===== config.mk =====
export PLATFORM = sky130hd
export DESIGN_NAME = pdslc_top
export DESIGN_NICKNAME = d
export VERILOG_FILES = /design/src/pdslc_pkg.sv /design/src/pdslc_lcap_if.sv /design/src/pdslc_lcap.sv /design/src/pdslc_top.sv
export SDC_FILE = /design/constraint.sdc
export NUM_CORES = 1
export LEC_CHECK = 0
export BUFFER_PORTS_ARGS = -buffer_cell sky130_fd_sc_hd__buf_2
export CAP_MARGIN = 10
export CORE_MARGIN = 2
export CORE_UTILIZATION = 53
export DETAILED_ROUTE_END_ITERATION = 10
export GPL_TIMING_DRIVEN = 1
export PLACE_DENSITY = 0.94
export SETUP_SLACK_MARGIN = 0.2
export SYNTH_ARGS = -nofsm -noshare
export SYNTH_HDL_FRONTEND = slang
export SYNTH_SLANG_ARGS = --single-unit

===== constraint.sdc =====
create_clock -name clk -period 3.1 [get_ports clk]
set_input_delay 0 -clock clk [delete_from_list [all_inputs] [get_ports clk]]
set_output_delay 0 -clock clk [all_outputs]
set_load 0.005 [all_outputs]

===== src/pdslc_pkg.sv =====
// Purpose: Shared constants for the port device status / link capability register bank
// Assumes: Byte addresses on the register port, 32-bit data, narrower registers in low bits
// Notes:   Interrupt status and mask registers sit beside the status and capability registers
package pdslc_pkg;

  localparam int ADDR_W = 12;
  localparam int DATA_W = 32;

  localparam logic [11:0] DSTS_OFFS     = 12'h04a;
  localparam logic [11:0] LCAP_OFFS     = 12'h04c;
  localparam logic [11:0] IRQ_STAT_OFFS = 12'h100;
  localparam logic [11:0] IRQ_MASK_OFFS = 12'h104;

  // Device status layout
  localparam int          ERR_W            = 4;
  localparam int          CORR_BIT         = 0;
  localparam int          NONFATAL_BIT     = 1;
  localparam int          FATAL_BIT        = 2;
  localparam int          UNSUP_BIT        = 3;
  localparam int          AUX_POWER_BIT    = 4;
  localparam int          PENDING_BIT      = 5;
  localparam int          DSTS_W           = 16;
  localparam logic [3:0]  ERR_RESET        = 4'h0;
  localparam logic        AUX_POWER_VAL    = 1'b0;
  localparam logic        PENDING_VAL      = 1'b0;

  // Link capabilities layout
  localparam int          SPEED_LSB        = 0;
  localparam int          SPEED_W          = 4;
  localparam logic [3:0]  SPEED_VAL        = 4'h2;
  localparam int          LANES_LSB        = 4;
  localparam int          LANES_W          = 6;
  localparam int          ASPM_LSB         = 10;
  localparam int          ASPM_W           = 2;
  localparam logic [1:0]  ASPM_RESET       = 2'h3;
  localparam int          L0S_LSB          = 12;
  localparam int          L0S_W            = 3;
  localparam logic [2:0]  L0S_RESET        = 3'h6;
  localparam logic [5:0]  LANES_RESET      = 6'h00;

  // Interrupt status layout: four error classes plus retrain start
  localparam int          IRQ_W            = 5;
  localparam int          IRQ_RETRAIN_BIT  = 4;
  localparam logic [4:0]  IRQ_RESET        = 5'h00;

  function automatic logic isValidLanes(input logic [5:0] lanes);
    case (lanes)
      6'h01, 6'h02, 6'h04, 6'h08, 6'h0c, 6'h10, 6'h20: isValidLanes = 1'b1;
      default:                                         isValidLanes = 1'b0;
    endcase
  endfunction

endpackage


===== src/pdslc_lcap_if.sv =====
// Purpose: Carrier between the register front end and the link capability fields
// Assumes: Single clock domain
// Notes:   capValue is the assembled register image
`timescale 1ns/100ps
interface pdslc_lcap_if;
  logic        wrEn;
  logic [31:0] wrData;
  logic [5:0]  hwLanes;
  logic        portDisabled;
  logic [31:0] capValue;
  logic [5:0]  activeLanes;
  logic        retrain;

  modport regs   (output wrEn, wrData, hwLanes, portDisabled,
                  input  capValue, activeLanes, retrain);
  modport fields (input  wrEn, wrData, hwLanes, portDisabled,
                  output capValue, activeLanes, retrain);
endinterface


===== src/pdslc_lcap.sv =====
// Purpose: Link capability fields, lane-count override and retrain trigger
// Assumes: hwLanes strap is stable around reset release
// Notes:   Strap is caught on the first edge after release, never under reset
`timescale 1ns/100ps
module pdslc_lcap (
  input wire logic clk,
  input wire logic reset_n,
  pdslc_lcap_if.fields lc
);

  typedef struct packed {
    logic       initDone;
    logic [5:0] initLanes;
    logic [5:0] laneField;
    logic [1:0] aspm;
    logic [2:0] l0sLat;
    logic [5:0] activeLanes;
    logic       retrain;
  } pdslc_lcap_state_t;

  pdslc_lcap_state_t s_r;
  pdslc_lcap_state_t s_nxt;
  logic [5:0]        wrLanes;

  assign wrLanes = lc.wrData[pdslc_pkg::LANES_LSB +: pdslc_pkg::LANES_W];

  always_comb begin
    s_nxt         = s_r;
    s_nxt.retrain = 1'b0;
    if (!s_r.initDone) begin
      s_nxt.initDone    = 1'b1;
      s_nxt.initLanes   = lc.hwLanes;
      s_nxt.laneField   = lc.hwLanes;
      s_nxt.activeLanes = lc.hwLanes;
    end else if (lc.wrEn) begin
      // Only the overridable fields take write data; the rest is hardwired
      s_nxt.laneField = wrLanes;
      s_nxt.aspm      = lc.wrData[pdslc_pkg::ASPM_LSB +: pdslc_pkg::ASPM_W];
      s_nxt.l0sLat    = lc.wrData[pdslc_pkg::L0S_LSB +: pdslc_pkg::L0S_W];
      // Reserved codes fall back quietly; a larger legal code is trusted as is
      s_nxt.activeLanes = pdslc_pkg::isValidLanes(wrLanes) ? wrLanes : s_r.initLanes;
      s_nxt.retrain     = !lc.portDisabled;
    end
  end

  always_ff @(posedge clk or negedge reset_n) begin
    if (!reset_n) begin
      s_r <= '{initDone: 1'b0, initLanes: pdslc_pkg::LANES_RESET,
               laneField: pdslc_pkg::LANES_RESET, aspm: pdslc_pkg::ASPM_RESET,
               l0sLat: pdslc_pkg::L0S_RESET, activeLanes: pdslc_pkg::LANES_RESET,
               retrain: 1'b0};
    end else begin
      s_r <= s_nxt;
    end
  end

  always_comb begin
    lc.capValue = '0;
    lc.capValue[pdslc_pkg::SPEED_LSB +: pdslc_pkg::SPEED_W] = pdslc_pkg::SPEED_VAL;
    lc.capValue[pdslc_pkg::LANES_LSB +: pdslc_pkg::LANES_W] = s_r.laneField;
    lc.capValue[pdslc_pkg::ASPM_LSB +: pdslc_pkg::ASPM_W]   = s_r.aspm;
    lc.capValue[pdslc_pkg::L0S_LSB +: pdslc_pkg::L0S_W]     = s_r.l0sLat;
  end

  assign lc.activeLanes = s_r.activeLanes;
  assign lc.retrain     = s_r.retrain;

endmodule // pdslc_lcap


===== src/pdslc_top.sv =====
// Purpose: Device status and link capability registers for one switch port
// Assumes: Plain register port, read data one cycle after the read strobe
// Notes:   Error detect inputs are one-cycle pulses from the error logic
//
// How it works
// - Error pulses set status flags regardless of enables
// - Flags reset zero, sticky, write-one clears
// - Aux power bit reads zero
// - Pending bit and bits 15:6 read zero
// - Link speed field hardwired to 5 Gbps
// - Lane count field loads strap value
// - Reserved lane code uses initial width
// - Written lane code read back unchanged
// - Lane write outside disabled starts retrain
// - Power state support defaults both, writable
// - Standby exit latency defaults to six
//
// Implementation choice: the plain strobed port.
`timescale 1ns/100ps
module pdslc_top #(
  parameter int ADDR_W = pdslc_pkg::ADDR_W
) (
  input  wire logic              clk,
  input  wire logic              reset_n,
  input  wire logic [ADDR_W-1:0] addr,
  input  wire logic [31:0]       wrData,
  input  wire logic              wrStb,
  input  wire logic              rdStb,
  output logic      [31:0]       rdData,
  input  wire logic              errCorrectable,
  input  wire logic              errNonfatal,
  input  wire logic              errFatal,
  input  wire logic              errUnsupported,
  input  wire logic              portDisabled,
  input  wire logic [5:0]        hwLaneCount,
  output logic      [5:0]        activeLaneCount,
  output logic                   retrainReq,
  output logic                   irq
);

  // Offsets decode on twelve bits; a wider port would alias them
  if (ADDR_W < 9 || ADDR_W > 12) begin : g_addrCheck
    $error("ADDR_W must lie between 9 and 12");
  end

  typedef struct packed {
    logic [3:0]  errSeen;
    logic [4:0]  irqStat;
    logic [4:0]  irqMask;
    logic [31:0] rdData;
    logic        irq;
  } pdslc_top_state_t;

  pdslc_top_state_t s_r;
  pdslc_top_state_t s_nxt;
  pdslc_lcap_if     lcBus ();

  logic [3:0]  errEvents;
  logic [11:0] addrW;
  logic        hitDsts;
  logic        hitLcap;
  logic        hitStat;
  logic        hitMask;

  assign addrW     = 12'(addr);
  assign errEvents = {errUnsupported, errFatal, errNonfatal, errCorrectable};
  assign hitDsts   = addrW == pdslc_pkg::DSTS_OFFS;
  assign hitLcap   = addrW == pdslc_pkg::LCAP_OFFS;
  assign hitStat   = addrW == pdslc_pkg::IRQ_STAT_OFFS;
  assign hitMask   = addrW == pdslc_pkg::IRQ_MASK_OFFS;

  assign lcBus.wrEn         = wrStb && hitLcap;
  assign lcBus.wrData       = wrData;
  assign lcBus.hwLanes      = hwLaneCount;
  assign lcBus.portDisabled = portDisabled;

  pdslc_lcap u_lcap (
    .clk     (clk),
    .reset_n (reset_n),
    .lc      (lcBus)
  );

  function automatic logic [31:0] devStatus(input logic [3:0] flags);
    devStatus = '0;
    devStatus[pdslc_pkg::ERR_W-1:0]        = flags;
    devStatus[pdslc_pkg::AUX_POWER_BIT]    = pdslc_pkg::AUX_POWER_VAL;
    devStatus[pdslc_pkg::PENDING_BIT]      = pdslc_pkg::PENDING_VAL;
  endfunction

  always_comb begin
    logic [3:0] clr;
    logic [4:0] irqEvents;
    clr       = '0;
    irqEvents = '0;
    s_nxt     = s_r;
    if (wrStb && hitDsts) begin
      clr = wrData[pdslc_pkg::ERR_W-1:0];
    end
    // Set wins over clear so an error in the clearing cycle is kept
    s_nxt.errSeen = (s_r.errSeen & ~clr) | errEvents;
    irqEvents = {lcBus.retrain, errEvents};
    if (rdStb && hitStat) begin
      s_nxt.irqStat = irqEvents;
    end else begin
      s_nxt.irqStat = s_r.irqStat | irqEvents;
    end
    if (wrStb && hitMask) begin
      s_nxt.irqMask = wrData[pdslc_pkg::IRQ_W-1:0];
    end
    s_nxt.irq    = |(s_nxt.irqStat & s_nxt.irqMask);
    s_nxt.rdData = '0;
    if (rdStb) begin
      unique case (1'b1)
        hitDsts: s_nxt.rdData = devStatus(s_r.errSeen);
        hitLcap: s_nxt.rdData = lcBus.capValue;
        hitStat: s_nxt.rdData = 32'(s_r.irqStat);
        hitMask: s_nxt.rdData = 32'(s_r.irqMask);
        default: s_nxt.rdData = '0;
      endcase
    end
  end

  always_ff @(posedge clk or negedge reset_n) begin
    if (!reset_n) begin
      s_r <= '{errSeen: pdslc_pkg::ERR_RESET, irqStat: pdslc_pkg::IRQ_RESET,
               irqMask: pdslc_pkg::IRQ_RESET, rdData: 32'h00000000, irq: 1'b0};
    end else begin
      s_r <= s_nxt;
    end
  end

  assign rdData          = s_r.rdData;
  assign irq             = s_r.irq;
  assign activeLaneCount = lcBus.activeLanes;
  assign retrainReq      = lcBus.retrain;

endmodule // pdslc_top


======== Yosys cells after proc, flatten, opt, wreduce, memory -nomap -nowiden ========
Cells that the tools add are included.
W data, S select, Z words.
word-level totals
  bits in registers ....................... 72
  input bits .............................. 59
  output and inout bits ................... 40
  logic and storage cells ................. 50
operators by class
  eq/ne operators ......................... 12
  multiplexer cells ....................... 13
  bitwise logic cells ..................... 5
  reduce and logical (&&, ||, !) cells .... 8
operator list
  kind                   count
  $pmux W15 S4           1
  $eq A12 B7 Y1 const B  2
  $eq A12 B9 Y1 const B  2
  $mux W18               1
  $mux W6                3
  $mux W15               1
  $eq A6 B4 Y1 const B   2
  $mux W5                2
  $reduce_or A7 Y1       1
  $eq A6 B1 Y1 const B   1
  $eq A6 B2 Y1 const B   1
  $eq A6 B3 Y1 const B   1
  $eq A6 B5 Y1 const B   1
  $eq A6 B6 Y1 const B   1
  $and A5 B5 Y5          1
  $or A5 B5 Y5           1
  $reduce_or A5 Y1       1
  $and A4 B4 Y4          1
  $logic_and A1 B1 Y1    4
  $mux W1                4
  $mux W4                1
  $not A4 Y4             1
  $or A4 B4 Y4           1
  $ne A2 B2 Y1 const B   1
  2 further kinds        2

======== Longest topological paths before layout ========
  word-level depth ........................ 8
  gate-level depth with buffers ........... 6
  mapped depth without buffers ............ 5

======== Modules after synthesis ========
Synthesis repeated with hierarchy kept, for this count alone.
unflattened totals
  cells, all modules ...................... 305
  area total of the unflattened synthesis .. 3449.6 sq um
by module, submodules not included
  module      times used  cells an instance  area an instance (sq um)  seq. area each (sq um)
  pdslc_top   1           169                2040.7                    1176.1
  pdslc_lcap  1           136                1408.9                    630.6

======== Worst setup path before layout ========
Ideal clock, no wire load.
  path type ............................... input port to flip-flop
  start ................................... input port addr[7]
  end ..................................... register s_r, in the netlist irq
  setup time .............................. 131 ps
  arrival ................................. 1282 ps
  data required time ...................... 2969 ps
  slack ................................... 1687 ps
  stages on the path ...................... 5
  path buffers ............................ 0
  cell sequence ........................... nor4_4 > nand4_4 > mux2i_1 > o22ai_1 > or3_1
RTL lines
  what                  RTL line          text
  from (decl)           pdslc_top.sv:25   input wire logic [ADDR_W-1:0] addr,
  to (signal assigned)  pdslc_top.sv:125  s_r <= '{errSeen: pdslc_pkg::ERR_RESET, irqStat: pdslc_pkg::IRQ_RESET,
  to (signal assigned)  pdslc_top.sv:128  s_r <= s_nxt;
  to (decl)             pdslc_top.sv:54   pdslc_top_state_t s_r;

==> results.yml <==
die:
  core-area_sq_um: 5070
  io_pins: 99
  die_height_um: 76.3
  num_rows: 26
  dieWidth_um: 76.3
  die_area_sq_um: 5820
  initial_core_util_pct: 54.6
critical_path:
  required_ns: 3.28
  worst_setup_path_start_kind: "primary input"
  critPathKind: "primary input to register"
  crit_arrival_ns: 2.03
  r2r_slack_ns: 1.47
  end_kind: "register"
  reg2regPathDepth: 2
  r2r_start: "u_lcap.s_r[24]"
  cp_max_fo: 6
  timing.rr.end: "u_lcap.lc.capValue[12]"
sta:
  hold_viol: 0
  fin_skew_ns: 0.00704
  fin_crit_sh_pct: 59.5
  maxSlewHeadroom_pct: 40.0
  drv_slew: 0
  rsz0062_at_grt: "no"
  setup_tns_ns: 0
  setup_viol: 0
  worst_pin_slew_ns: 0.899
  period_needed_ns: 1.85
  max_freq_ghz: 0.542
  fin_ws_ns: 1.25
job:
  cap_violations: 0
place:
  place_ws_ns: 1.32
  hpwlAfterDp_um: 4070
  gp_congestion: 0.869
  port_buffers: 64
  placed_cells_incl_taps: 368
logic_synthesis:
  syn_inst: 265
  yosysWarnings: 0
  ys_ff_latch: 55
  seq_area_frac_synth_pct: 49.8
  async_reset_ff_share_pct: 100
  avgSynthCellArea_sq_um: 10.5
  syn_area_sq_um: 2770
  synth_cell_type_count: 50
  synthFlopType: "dfrtp_1"
  synth-edff-count: 0
clocking:
  clk_latency_ns: 0.30
  cts_buffers: 5
  numClockSinks: 55
  path_clk_slew_ns: 0.09
  post-cts-setup-buffers: 0
  cts_buffer_depth: 2
  cts_tree: "yes"
  root_buffer: "clkbuf_8"
  htree_levels: 2
final_layout:
  fillers: 395
  finish.net_count: 389
  layout.cells.non_filler: 401
  multiInputGateArea_sq_um: 1080
  layout-drive-gt1-share_pct: 28.7
  n_antenna_cell: 0
  seqCellArea_sq_um: 1380
  areaGrowthSynthToFinish_pct: 19.3
global_routing:
  globalRouteMet2Util_pct: 39.2
  grt_pass1_vias: 2174
  grt_usage_pct: 22.7
  grt_max_degree: 31
  antenna_found_initial: 0
  grt_use_met1_pct: 28.4
  grt.overflow.total: 0
  use_met3_pct: 3.20
  grt_pass1_wl_um: 10600
  busiest_layer: "met2"
power_and_ir_drop:
  power_density_nw_per_um2: 439
  ir_drop_mv: 0.223
  power_leakage_nw: 1.68
  fin_total_pwr_w: 0.00145
detailed_routing:
  wl_per_cell_um: 15.4
  antenna_left: 0
  wl_um: 6190
  drt_iter0_drc: 177
  firstDrtPassIters: 4
  via_count: 2123
  viasPerCell: 5.29
  drc: 0
hold_path:
  hold_path_class: "primary input to register"
  min_from: "wrData[9]"
  hold_end: "u_lcap.lc.capValue[9]"
  min_path_cells: 3
run_status:
  status: "finished, final reports clean"
==> how the worst max path moves through the flow <==
| stage | endpoint | startpoint |
|---|---|---|
| 2_1_floorplan | irq | addr[7] |
| 3_3_place_gp | u_lcap.lc.activeLanes[0] | addr[7] |
| 3_5_place_dp | u_lcap.lc.activeLanes[4] | addr[7] |
| 4_1_cts | s_r[44] | addr[7] |
| 5_1_grt | s_r[45] | addr[7] |
| 6_report | s_r[45] | addr[7] |
==> critical path, cell delays in order <==
cell,delay [ns]
buf_2,0.11
nor4_4,0.45
and4_2,0.40
and2_1,0.25
nand2_1,0.08
a21o_1,0.19
dlygate4sd3_1,0.55
==> power by group <==
part	internal [W]	switching (W)	leakage (nW)
registers	0.000740	0.0000184	0.669
clock network	0.000323	0.000217	0.0654
logic	0.0000712	0.0000832	0.943
total	0.00113	0.000319	1.68
==> metal layers <==
layer | share of wire (%) | vias up | routed length, um
met1 | 40 | 1019 | 2500
met4 | 2.2 | 0 | 135
met5 | 0 | - | 0
li1 | - | 996 | -
met3 | 6.0 | 12 | 370
met2 | 51 | 96 | 3190
==> flip-flops by register name, indices dropped and copies added (netlist names) <==
register               cells
u_lcap.lc.retrain          1
u_lcap.lc.activeLanes      6
irq                        1
u_lcap.s_r                 7
u_lcap.lc.capValue        11
rdData                    15
s_r                       14
==> per-stage QoR <==
stage                     util, %  instance area (sq um)  hold WS, ns
after global placement       57.6                   2920       0.0264
after CTS                    65.1                   3310     0.000476
after global routing         65.1                   3310       0.0242
final                        65.1                   3310       0.0143
after detailed placement     57.6                   2920       0.0260
after floorplan                 -                   2830       -0.296
==> synth_stat cells (all sizes together) (2+ instances only) <==
cell / instances / area (sq um)
a211oi: 2 / 15.0
a21o: 8 / 60.1
a21oi: 7 / 35.0
a222oi: 4 / 40.0
a31oi: 10 / 62.6
and3: 10 / 62.6
buf: 39 / 290
clkbuf: 10 / 41.3
conb: 2 / 7.51
dfrtp: 51 / 1280
dfstp: 4 / 105
inv: 11 / 41.3
mux2: 7 / 78.8
mux2i: 9 / 90.1
nand2: 22 / 90.1
nand3: 4 / 20.0
nand4: 3 / 40.0
nor2: 17 / 71.3
nor2b: 6 / 37.5
nor3: 3 / 15.0
nor3b: 2 / 26.3
nor4: 2 / 33.8
o211ai: 2 / 20.0
o21ai: 13 / 65.1
o22ai: 2 / 12.5
==> logic make-up (layout without fill, tap and decap cells) <==
group                  Yosys count  count (layout)  synth area share [%]
flip-flops                      55              55                  49.8
AO/OA/AOI/OAI                   55              55                  13.6
buffers and inverters           60             110                  13.5
multiplexers                    16              16                  6.10
other                            2              18                 0.271
XOR/XNOR                         1               1                 0.316
AND/OR/NAND/NOR                 76              76                  16.4
==> what timing repair did <==
item | CTS | global route
hold endpoints to repair | 50 | 0
hold buffers | 25 | 0
gates resized for setup | 0 | 0
==> area by class of cell <==
class | instances | share of cell area [%]
sequential | 55 | 41.8
multi-input combinational | 166 | 32.6
inverter | 11 | 1.25
clock buffer | 6 | 2.20
clock inverter | 2 | 1.82
timing repair buffer | 91 | 17.7
tap | 70 | 2.65
==> cell usage in the layout, fill, tap and decap left out, types with 2 or more instances in the layout <==
cell type and count:
clkbuf_8 5, nor3_1 3, conb_1 18, buf_2 64
dlygate4sd3_1 25, o22ai_1 2, a222oi_1 4, nor2b_1 6
a31oi_1 10, and3_1 10, buf_4 2, o21ai_0 12
dfrtp_1 51, mux2i_1 9, dfstp_2 4, a21oi_1 7
a211oi_1 2, nand2_1 21, nand3_1 4, nor2_1 16
a21o_1 8, mux2_2 7, inv_1 11, bufinv_16 2
No activity file was read; power rests on OpenSTA's default activity.
